$ cat config.mk
export PLATFORM = sky130hd
export DESIGN_NAME = spimsk_core
export DESIGN_NICKNAME = d
export VERILOG_FILES = /design/src/spimsk_pkg.sv /design/src/spimsk_core.sv /design/src/spimsk_irq.sv /design/src/spimsk_select.sv
export VERILOG_INCLUDE_DIRS = /design/src
export SDC_FILE = /design/constraint.sdc
export NUM_CORES = 1
export LEC_CHECK = 0
export ABC_AREA = 1
export BUFFER_PORTS_ARGS = -buffer_cell sky130_fd_sc_hd__buf_2
export CORE_ASPECT_RATIO = 2
export CORE_MARGIN = 1
export CORE_UTILIZATION = 30
export DETAILED_ROUTE_END_ITERATION = 8
export GPL_TIMING_DRIVEN = 0
export PLACE_DENSITY_LB_ADDON = 0.1
export SLEW_MARGIN = 40
export SYNTH_ARGS = -nofsm -noshare
export SYNTH_HDL_FRONTEND = slang
export SYNTH_SLANG_ARGS = --single-unit
$ cat constraint.sdc
create_clock -name pclk -period 2.7 [get_ports pclk]
set_input_delay 0 -clock pclk [delete_from_list [all_inputs] [get_ports pclk]]
set_output_delay 0 -clock pclk [all_outputs]
set_load 0.02 [all_outputs]
$ cat src/spimsk_defines.svh
// Register indices, field positions, reset values for the SPI select/interrupt block
`ifndef SPIMSK_DEFINES_SVH
`define SPIMSK_DEFINES_SVH

// =====================================================================
// Register indices (byte address is four times the index)
`define SPIMSK_IDX_RXDATA   3'h0
`define SPIMSK_IDX_TXDATA   3'h1
`define SPIMSK_IDX_STATUS   3'h2
`define SPIMSK_IDX_CTRL     3'h3
`define SPIMSK_IDX_SSMASK   3'h5
`define SPIMSK_IDX_EOPWORD  3'h6

// =====================================================================
// Status bit positions
`define SPIMSK_ST_ROE       3
`define SPIMSK_ST_TOE       4
`define SPIMSK_ST_TMT       5
`define SPIMSK_ST_TX_READY_FLAG      6
`define SPIMSK_ST_RX_READY_FLAG      7
`define SPIMSK_ST_ERR       8
`define SPIMSK_ST_EOP       9

// =====================================================================
// Control layout and reset values
`define SPIMSK_CTRL_W       11
`define SPIMSK_CTRL_MASK    11'h7D8
`define SPIMSK_CTRL_RST     11'h000
`define SPIMSK_SSMASK_RST   32'h0000_0001
`define SPIMSK_EOPWORD_RST  32'h0000_0000

`endif

$ cat src/spimsk_pkg.sv
// Types shared by the SPI select/interrupt block
package spimsk_pkg;

  // =====================================================================
  // Control register fields, bit 10 down to bit 0
  typedef struct packed {
    logic       force_select_drive;
    logic       packet_end_irq_enable;
    logic       any_error_irq_enable;
    logic       rx_ready_irq_enable;
    logic       tx_ready_irq_enable;
    logic       rsvd5;
    logic       tx_overrun_irq_enable;
    logic       rx_overrun_irq_enable;
    logic [2:0] rsvd2_0;
  } spimsk_ctrl_t;

  typedef enum {
    SEL_NONE, SEL_RXDATA, SEL_TXDATA, SEL_STATUS, SEL_CTRL, SEL_SSMASK, SEL_EOPWORD
  } spimsk_reg_sel_t;

endpackage

$ cat src/spimsk_core.sv
// APB register block of an SPI master: control, select mask, packet-end word, status
//
// Contract
// Control register reads never alter any control bit.
// Interrupt asserts when any status flag and its enable are both set.
// Control bit 3 enables the receive-overrun interrupt.
// Control bit 4 enables the transmit-overrun interrupt.
// Control bits 6 and 7 enable transmitter-ready and receiver-ready interrupts.
// Control bit 8 enables the interrupt for any error condition.
// Control bit 9 enables the end-of-packet interrupt.
// Control bit 10 keeps masked selects asserted even without a shift.
// The select mask decides which selects assert whenever they are driven.
// Reset clears every control bit.
// During a shift only the masked selects assert.
// The select mask exists only in a master build.
// Select mask has one bit per select output, count is a parameter.
// Several mask bits set assert all their selects together.
// System must keep several selected slaves from fighting on their data outputs.
// Reset sets mask bit 0 and clears the rest.
// A writable register holds the packet-end word.
// Error flag equals receive overrun OR transmit overrun.
// Any status write clears both overrun flags and the error flag; an rx_load overrun in the same cycle still sets the receive overrun flag.
// Packet-end flag sets when rx read or tx write data match the word.
// Interrupt is a level, held while any enabled flag stays set.
//
// Implementation choices: the register offsets and the APB interface to the registers.
`timescale 1ns/1ps
`include "spimsk_defines.svh"
module spimsk_core #(
  parameter int DATA_W    = 32,
  parameter int NUM_SS    = 4,
  parameter int ADDR_W    = 8,
  parameter bit IS_MASTER = 1'b1
) (
  input  wire logic              pclk,
  input  wire logic              presetn,
  input  wire logic              psel,
  input  wire logic              penable,
  input  wire logic              pwrite,
  input  wire logic [ADDR_W-1:0] paddr,
  input  wire logic [31:0]       pwdata,
  output logic      [31:0]       prdata,
  output logic                   pready,
  output logic                   pslverr,
  input  wire logic              rx_load,
  input  wire logic [DATA_W-1:0] rx_word,
  input  wire logic              tx_take,
  input  wire logic              shift_busy,
  output logic      [DATA_W-1:0] tx_word,
  output logic                   tx_word_valid,
  output spimsk_pkg::spimsk_ctrl_t ctrl_out,
  output logic      [NUM_SS-1:0] ss_n,
  output logic                   irq
);
  import spimsk_pkg::*;

  // =====================================================================
  // State
  typedef struct packed {
    spimsk_ctrl_t      ctrl;
    logic [NUM_SS-1:0] ss_mask;
    logic [DATA_W-1:0] eop_word;
    logic [DATA_W-1:0] rx_data;
    logic [DATA_W-1:0] tx_data;
    logic              rx_ready_flag;
    logic              tx_ready_flag;
    logic              rx_overrun_flag;
    logic              tx_overrun_flag;
    logic              packet_end_flag;
    logic [31:0]       prdata;
  } spimsk_core_state_t;

  spimsk_core_state_t st_reg;
  spimsk_core_state_t st_next;

  // =====================================================================
  // Helpers
  function automatic logic [31:0] widen_data(input logic [DATA_W-1:0] v);
    logic [31:0] w;
    w            = '0;
    w[DATA_W-1:0] = v;
    return w;
  endfunction

  function automatic logic [31:0] widen_mask(input logic [NUM_SS-1:0] v);
    logic [31:0] w;
    w            = '0;
    w[NUM_SS-1:0] = v;
    return w;
  endfunction

  function automatic logic eop_match(input logic [DATA_W-1:0] v,
                                     input logic [DATA_W-1:0] e);
    return v == e;
  endfunction

  function automatic spimsk_reg_sel_t decode_sel(input logic [ADDR_W-1:0] a);
    spimsk_reg_sel_t s;
    s = SEL_NONE;
    if (a[1:0] == 2'h0 && (a >> 5) == '0) begin
      case (a[4:2])
        `SPIMSK_IDX_RXDATA:  s = SEL_RXDATA;
        `SPIMSK_IDX_TXDATA:  s = SEL_TXDATA;
        `SPIMSK_IDX_STATUS:  s = SEL_STATUS;
        `SPIMSK_IDX_CTRL:    s = SEL_CTRL;
        `SPIMSK_IDX_SSMASK:  s = IS_MASTER ? SEL_SSMASK : SEL_NONE;
        `SPIMSK_IDX_EOPWORD: s = SEL_EOPWORD;
        default:             s = SEL_NONE;
      endcase
    end
    return s;
  endfunction

  // =====================================================================
  // Bus decode
  spimsk_reg_sel_t sel;
  logic            setup_ph;
  logic            access_ph;
  logic            wr_acc;
  logic            rd_acc;
  logic            rd_setup;
  logic            rx_rd;
  logic            tx_wr;
  logic            err_flag;
  logic [31:0]     status_word;
  logic [31:0]     rd_mux;

  assign sel       = decode_sel(paddr);
  assign setup_ph  = psel & ~penable;
  assign access_ph = psel & penable;
  assign wr_acc    = access_ph & pwrite & (sel != SEL_NONE);
  assign rd_acc    = access_ph & ~pwrite & (sel != SEL_NONE);
  assign rd_setup  = setup_ph & ~pwrite;
  assign rx_rd     = rd_acc & (sel == SEL_RXDATA);
  assign tx_wr     = wr_acc & (sel == SEL_TXDATA);
  assign err_flag  = st_reg.rx_overrun_flag | st_reg.tx_overrun_flag;

  always_comb begin
    status_word                      = '0;
    status_word[`SPIMSK_ST_ROE]      = st_reg.rx_overrun_flag;
    status_word[`SPIMSK_ST_TOE]      = st_reg.tx_overrun_flag;
    status_word[`SPIMSK_ST_TMT]      = ~shift_busy;
    status_word[`SPIMSK_ST_TX_READY_FLAG]     = st_reg.tx_ready_flag;
    status_word[`SPIMSK_ST_RX_READY_FLAG]     = st_reg.rx_ready_flag;
    status_word[`SPIMSK_ST_ERR]      = err_flag;
    status_word[`SPIMSK_ST_EOP]      = st_reg.packet_end_flag;
  end

  always_comb begin
    case (sel)
      SEL_RXDATA:  rd_mux = widen_data(st_reg.rx_data);
      SEL_TXDATA:  rd_mux = widen_data(st_reg.tx_data);
      SEL_STATUS:  rd_mux = status_word;
      SEL_CTRL:    rd_mux = {21'h00_0000, st_reg.ctrl};
      SEL_SSMASK:  rd_mux = widen_mask(st_reg.ss_mask);
      SEL_EOPWORD: rd_mux = widen_data(st_reg.eop_word);
      default:     rd_mux = 32'h0000_0000;
    endcase
  end

  // =====================================================================
  // Next state; hardware sets are applied last so they win over clears, except the tx_take set of tx_ready_flag, which a tx data write clears after it
  always_comb begin
    st_next = st_reg;
    if (rd_setup) begin
      st_next.prdata = rd_mux;
    end
    if (wr_acc) begin
      case (sel)
        SEL_STATUS: begin
          st_next.rx_overrun_flag = 1'b0;
          st_next.tx_overrun_flag = 1'b0;
          st_next.packet_end_flag = 1'b0;
        end
        SEL_CTRL: begin
          st_next.ctrl = spimsk_ctrl_t'(pwdata[`SPIMSK_CTRL_W-1:0] & `SPIMSK_CTRL_MASK);
        end
        SEL_SSMASK: begin
          st_next.ss_mask = pwdata[NUM_SS-1:0];
        end
        SEL_EOPWORD: begin
          st_next.eop_word = pwdata[DATA_W-1:0];
        end
        default: begin
        end
      endcase
    end
    if (rx_rd) begin
      st_next.rx_ready_flag = 1'b0;
    end
    if (tx_take) begin
      st_next.tx_ready_flag = 1'b1;
    end
    if (rx_rd && eop_match(st_reg.rx_data, st_reg.eop_word)) begin
      st_next.packet_end_flag = 1'b1;
    end
    if (tx_wr) begin
      if (eop_match(pwdata[DATA_W-1:0], st_reg.eop_word)) begin
        st_next.packet_end_flag = 1'b1;
      end
      if (st_reg.tx_ready_flag) begin
        st_next.tx_data       = pwdata[DATA_W-1:0];
        st_next.tx_ready_flag = 1'b0;
      end else begin
        st_next.tx_overrun_flag = 1'b1;
      end
    end
    if (rx_load) begin
      st_next.rx_data       = rx_word;
      st_next.rx_ready_flag = 1'b1;
      if (st_reg.rx_ready_flag && !rx_rd) begin
        st_next.rx_overrun_flag = 1'b1;
      end
    end
  end

  always_ff @(posedge pclk or negedge presetn) begin
    if (!presetn) begin
      st_reg                 <= '0;
      st_reg.ctrl            <= spimsk_ctrl_t'(`SPIMSK_CTRL_RST);
      st_reg.ss_mask         <= IS_MASTER ? NUM_SS'(`SPIMSK_SSMASK_RST) : '0;
      st_reg.eop_word        <= DATA_W'(`SPIMSK_EOPWORD_RST);
      st_reg.tx_ready_flag   <= 1'b1;
    end else begin
      st_reg <= st_next;
    end
  end

  // =====================================================================
  // Outputs
  assign prdata        = st_reg.prdata;
  assign pready        = 1'b1;
  assign pslverr       = access_ph & (sel == SEL_NONE);
  assign tx_word       = st_reg.tx_data;
  assign tx_word_valid = ~st_reg.tx_ready_flag;
  assign ctrl_out      = st_reg.ctrl;

  spimsk_select #(
    .NUM_SS    (NUM_SS),
    .IS_MASTER (IS_MASTER)
  ) spimsk_select_inst (
    .pclk               (pclk),
    .presetn            (presetn),
    .force_select_drive (st_reg.ctrl.force_select_drive),
    .shift_busy         (shift_busy),
    .ss_mask            (st_reg.ss_mask),
    .ss_n               (ss_n)
  );

  spimsk_irq spimsk_irq_inst (
    .pclk            (pclk),
    .presetn         (presetn),
    .ctrl            (st_reg.ctrl),
    .rx_overrun_flag (st_reg.rx_overrun_flag),
    .tx_overrun_flag (st_reg.tx_overrun_flag),
    .tx_ready_flag   (st_reg.tx_ready_flag),
    .rx_ready_flag   (st_reg.rx_ready_flag),
    .packet_end_flag (st_reg.packet_end_flag),
    .irq             (irq)
  );
endmodule

$ cat src/spimsk_irq.sv
// Interrupt request combiner: enabled status conditions onto one level output
`timescale 1ns/1ps
module spimsk_irq (
  input  wire logic                 pclk,
  input  wire logic                 presetn,
  input  spimsk_pkg::spimsk_ctrl_t  ctrl,
  input  wire logic                 rx_overrun_flag,
  input  wire logic                 tx_overrun_flag,
  input  wire logic                 tx_ready_flag,
  input  wire logic                 rx_ready_flag,
  input  wire logic                 packet_end_flag,
  output logic                      irq
);
  import spimsk_pkg::*;

  typedef struct packed {
    logic irq;
  } spimsk_irq_state_t;

  spimsk_irq_state_t st_reg;
  spimsk_irq_state_t st_next;
  logic              any_err;

  assign any_err = rx_overrun_flag | tx_overrun_flag;

  always_comb begin
    st_next     = st_reg;
    st_next.irq = (rx_overrun_flag & ctrl.rx_overrun_irq_enable)
                | (tx_overrun_flag & ctrl.tx_overrun_irq_enable)
                | (tx_ready_flag & ctrl.tx_ready_irq_enable)
                | (rx_ready_flag & ctrl.rx_ready_irq_enable)
                | (any_err & ctrl.any_error_irq_enable)
                | (packet_end_flag & ctrl.packet_end_irq_enable);
  end

  // Level output, follows the conditions one cycle later
  always_ff @(posedge pclk or negedge presetn) begin
    if (!presetn) begin
      st_reg <= '0;
    end else begin
      st_reg <= st_next;
    end
  end

  assign irq = st_reg.irq;

endmodule

$ cat src/spimsk_select.sv
// Slave-select driver: masks the active-low select lines
`timescale 1ns/1ps
module spimsk_select #(
  parameter int NUM_SS    = 4,
  parameter bit IS_MASTER = 1'b1
) (
  input  wire logic              pclk,
  input  wire logic              presetn,
  input  wire logic              force_select_drive,
  input  wire logic              shift_busy,
  input  wire logic [NUM_SS-1:0] ss_mask,
  output logic      [NUM_SS-1:0] ss_n
);
  typedef struct packed {
    logic [NUM_SS-1:0] ss_n;
  } spimsk_sel_state_t;

  spimsk_sel_state_t st_reg;
  spimsk_sel_state_t st_next;
  logic              drive;

  assign drive = IS_MASTER && (force_select_drive || shift_busy);

  always_comb begin
    st_next      = st_reg;
    st_next.ss_n = drive ? ~ss_mask : '1;
  end

  always_ff @(posedge pclk or negedge presetn) begin
    if (!presetn) begin
      st_reg <= '{ss_n: '1};
    end else begin
      st_reg <= st_next;
    end
  end

  assign ss_n = st_reg.ss_n;
endmodule

# == Word level (Yosys, flattened, before mapping) ==
# Index checks and enable logic that the tools add are counted.
# word_totals
elab_cells,93
out_inout_bits,83
latchBits,0
ram_bits,0
reg_bits,149
n_memories,0
rom_bits,0
in_bits,80
# op_classes
div,0
add_sub_neg,0
n_reduce_logical,15
magnitude_cmp,0
muxes,17
n_mul,0
shift,0
bitwise,27
eq_ne,15
# op_table
cell,count
$pmux W32 S6,1
$eq A32 B3 Y1 const B,4
$eq A32 B2 Y1 const B,3
$eq A32 B32 Y1,2
$eq A32 B1 Y1 const B,1
$logic_not A32 Y1,1
$mux W32,1
$reduce_bool A32 Y1,1
$pmux W3 S6,1
$and A1 B1 Y1,16
$mux W1,10
$logic_not A8 Y1,1
$reduce_and A2 Y1,4
$eq A3 B2 Y1 const B,2
$eq A3 B3 Y1 const B,2
$mux W3,2
$or A1 B1 Y1,6
$mux W4,1
$not A1 Y1,4
$not A4 Y4,1
$eq A3 B1 Y1 const B,1
$logic_and A1 B1 Y1,3
$logic_not A3 Y1,1
$logic_not A2 Y1,1
4 further kinds,4

# == Logic depth before layout (Yosys ltp) ==
# logic_depth
depth_word,10
depth_mapped,11
depth_no_buf,11

# == Modules after synthesis ==
# A second synthesis with hierarchy kept.
# hier_totals
hier_cells,1108
area_unflattened_um2,8316.7
# modules_own_cells
module,area_per_inst_um2,cells_each,instances,seq_area_each_um2
spimsk_core,8114.0,1085,1,3606.0
spimsk_select,125.1,8,1,105.1
spimsk_irq,77.6,15,1,25.0

# == Worst setup path after synthesis ==
# Ideal clock, no wire load.
# synth_timing
path_kind,input-to-reg
from,input port paddr[1]
to,"register st_reg, in the netlist tx_word[3]"
path_buffers,2
setup_ns,0.122
cell_stages,10
t_arrival_ns,1.157
required_time_ns,2.578
setup_slack_ns,1.420
path_cell_list,nor2_1 -> nand2_1 -> nor2_4 -> nand4_1 -> nor2_2 -> nand2_1 -> buf_6 -> buf_2 -> nand2_1 -> o21ai_1
# synth_via
elab_chain_cells,7
elab_cells_between_ends,8
classes_between,1 x eq/ne; 1 x mux; 2 x bitwise; 4 x reduce/logical
# synth_rtl
element,line_no,source
"start, declared",spimsk_core.sv:40,"input wire logic [ADDR_W-1:0] paddr,"
$logic_not A2 Y1 *,spimsk_core.sv:100,if (a[1:0] == 2'h0 && (a >> 5) == '0) begin
$logic_and A1 B1 Y1 *,spimsk_core.sv:100,
$mux W32 *,spimsk_core.sv:100,
$reduce_bool A32 Y1,spimsk_core.sv:131,assign wr_acc = access_ph & pwrite & (sel != SEL_NONE);
$and A1 B1 Y1,spimsk_core.sv:131,
$and A1 B1 Y1 *,spimsk_core.sv:135,assign tx_wr = wr_acc & (sel == SEL_TXDATA);
$reduce_and A2 Y1 (no source line) *,n/a,
"end signal, assigned",spimsk_core.sv:225,st_reg <= st_next;
"end, declared",spimsk_core.sv:73,spimsk_core_state_t st_reg;
# Mark *: on every way between the ends. The rest lies on a longest branch, timed or not.
# A chain may end at the register's enable or synchronous reset.

# == Final worst setup path ==
# layout_timing
from,input port pwrite
to,"register st_reg, in the netlist prdata[29]"
# layout_via
elab_chain_cells,2
# layout_rtl
element,line_no,source
"start, declared",spimsk_core.sv:39,"input wire logic pwrite,"
$not A1 Y1,spimsk_core.sv:133,assign rd_setup = setup_ph & ~pwrite;
$and A1 B1 Y1,spimsk_core.sv:133,
# Every way passes these cells.

==> results.json <==
{
  "routedWlPerCell_microns": 17.6,
  "power_leakage_uw": 0.00572,
  "vdd_ir_drop_max_mv": 0.404,
  "place.gp.congestion": 0.879,
  "grt_first_pass_wirelength_microns": 45400,
  "endpoint_kind": "flip-flop",
  "setup.worst_path.start_class": "primary input",
  "num_vias": 7597,
  "grt_pass1_vias": 7827,
  "rsz0062_at_grt": "no",
  "fp.dieH_microns": 235,
  "critPathKind": "in -> reg",
  "final_cells": 1706,
  "tightestPinTransition_ps": 771,
  "synth_top_area_share_pct": 43.8,
  "fin_crit_sh_pct": 61.2,
  "critPathLaunch": "pwrite",
  "r2r_end": "st_reg[32]$_DFF_PN0_",
  "setup_viol": 0,
  "hpwl_microns": 23300,
  "crit_path_end": "prdata[29]$_DFFE_PN0P_",
  "finalClockSkew_ps": 15.2,
  "yosysWarnings": 0,
  "synth.area.top_cells": "dfrtp_1, nand2_1, buf_4",
  "yosysTopAreaCell": "dfrtp_1",
  "drive_above_1_share_pct": 22.8,
  "syn_area_sq_mm": 0.00817,
  "rows": 85,
  "fmax_ghz": 0.605,
  "dieArea_sq_mm": 0.0279,
  "cts_max_level": 4,
  "worstPathArrival_ps": 1980,
  "fin_util_pct": 40.3,
  "port_buffers": 155,
  "cts-root-buf": "clkbuf_16",
  "synth_cell_types": 31,
  "antenna_cells": 0,
  "grt_max_degree": 68,
  "power_density_mw_per_mm2": 505,
  "cts_num_sinks": 149,
  "clk_latency_ps": 450,
  "post_cts_buffers": 0,
  "finalCriticalPeriod_ps": 1650,
  "worst_slack_ps": 1050,
  "slew_headroom_pct": 48.6,
  "cts_buffers": 17,
  "async_reset_ff_share_pct": 100,
  "synth-edff-count": 0,
  "max-cap-violations": 0,
  "dp_slack_ps": 803,
  "globalRouteTotalUtil_pct": 22.5,
  "max-clock-path-buffers": 2,
  "status": "completed",
  "hold_slack_ps": 18.1,
  "r2r_slack_ps": 1270,
  "synthFlopType": "dfrtp_1",
  "finalWirelength_microns": 30000,
  "drt_iter0_drc": 366,
  "path_max_fanout": 10,
  "clk_pin_slew_ps": 60,
  "hold_viol_final": 0,
  "finalPower_uw": 5450,
  "syn-mean-instance-area_sq_um": 7.45,
  "core-area_sq_mm": 0.0268,
  "placed_cells": 1604,
  "drt_first_pass_iters": 5,
  "drv_slew": 0,
  "via_per_inst": 4.45,
  "r2r_start": "st_reg[127]$_DFFE_PN0P_",
  "start_util_pct": 30.5,
  "syn_to_final_growth_pct": 32.2,
  "cts_tree": "built",
  "post_cts_resized": 0,
  "required_ps": 3030,
  "largest_register_ffs": 73,
  "synthCells": 1096,
  "drc": 0,
  "fin_nets": 1425,
  "fp.dieW_microns": 119,
  "reg2regPathDepth": 8,
  "ioPinCount": 163,
  "ys_ff_latch": 149,
  "antenna_found_initial": 0,
  "ys_seq_area_share_pct": 45.7,
  "min_path_type": "in -> async",
  "ant_nets": 0,
  "grt-ovfl-total": 0
}
cells in the mapped netlist, types with 2 or more instances:
cell type and n:
a22o_1 2, buf_1 2, buf_2 18, buf_4 76
buf_6 4, clkbuf_1 20, conb_1 2, dfrtp_1 143
dfstp_2 6, inv_1 91, inv_2 5, nand2_1 452
nand3_1 51, nand3b_1 2, nand4_1 40, nor2_1 36
nor2_2 5, nor3_1 3, o21ai_0 29, o21ai_1 64
or2_2 3, xnor2_1 33
layout make-up:
class / count / area, sq um
fillers: 2895 / 16000
flip-flops and latches: 149 / 3740
multi-input cells: 733 / 3300
repair buffers: 227 / 1540
plain buffers: 121 / 793
clock buffers: 24 / 492
well taps: 348 / 435
inverters: 96 / 360
clock inverters: 8 / 146
cell usage in the layout (no fill, tap or decap), types with 5 or more instances in the layout:
master,count
xnor2_1,33
nor2_1,36
o21ai_1,64
nor2_2,5
inv_2,5
clkbuf_16,17
nand3_1,51
conb_1,5
clkbuf_1,23
dlygate4sd3_1,70
inv_1,91
buf_2,172
dfstp_2,6
o21ai_0,29
nand4_1,40
dfrtp_1,143
buf_4,76
nand2_1,452
power by group:
| group | switching, uW | internal (uW) | leakage [uW] | total, uW |
|---|---|---|---|---|
| combinational | 307 | 212 | 0.00342 | 518 |
| sequential | 51.4 | 2280 | 0.00199 | 2330 |
| clock | 958 | 1640 | 0.000310 | 2600 |
critical path, cell delays in order:
cell and delay, ps:
dlygate4sd3_1 530, buf_2 150, nor3_2 450, inv_1 290, clkbuf_1 350, nand2_1 140, nand2_1 60
worst min-delay path by stage:
| stage | from | endpoint | slack, ps |
|---|---|---|---|
| after floorplan | presetn | ctrl_out[10]$_DFFE_PN0P_ | -300 |
| after global placement | rx_word[25] | st_reg[94]$_DFFE_PN0P_ | 200 |
| after detailed placement | presetn | prdata[0]$_DFFE_PN0P_ | -100 |
| after CTS | rx_load | st_reg[74]$_DFFE_PN0P_ | 10 |
| after global routing | presetn | prdata[0]$_DFFE_PN0P_ | 40 |
| final | presetn | prdata[0]$_DFFE_PN0P_ | 20 |
logic make-up (layout without fill, tap and decap cells):
logic type	after synthesis	after routing	share of synthesized area [%]
compound gates	99	99	6.33
xor+xnor	33	33	3.54
buf+inv	217	476	14.1
flops	149	149	45.7
other cells	2	5	0.0919
simple gates	596	596	30.2
per-stage QoR:
step / area (sq um) / setup TNS [ps]
2_1_floorplan: 8180 / 0
3_3_place_gp: 9390 / -119990
3_5_place_dp: 9460 / 0
4_1_cts: 10800 / 0
5_1_grt: 10800 / 0
6_report: 10800 / 0
what timing repair did:
item	in CTS	in global routing
hold buffers	70	0
endpoints found under the setup margin	0	0
endpoints found under the hold margin	214	0
routing by layer:
metal | share of wire, % | track usage, % | vias to the layer above
li1 | - | - | 3843
met1 | 36 | 22.4 | 3499
met2 | 56 | 43.5 | 195
met3 | 3.0 | 3.00 | 60
met4 | 4.8 | 12.8 | 0
met5 | 0 | 0 | -
No activity file was read; power rests on OpenSTA's default activity.
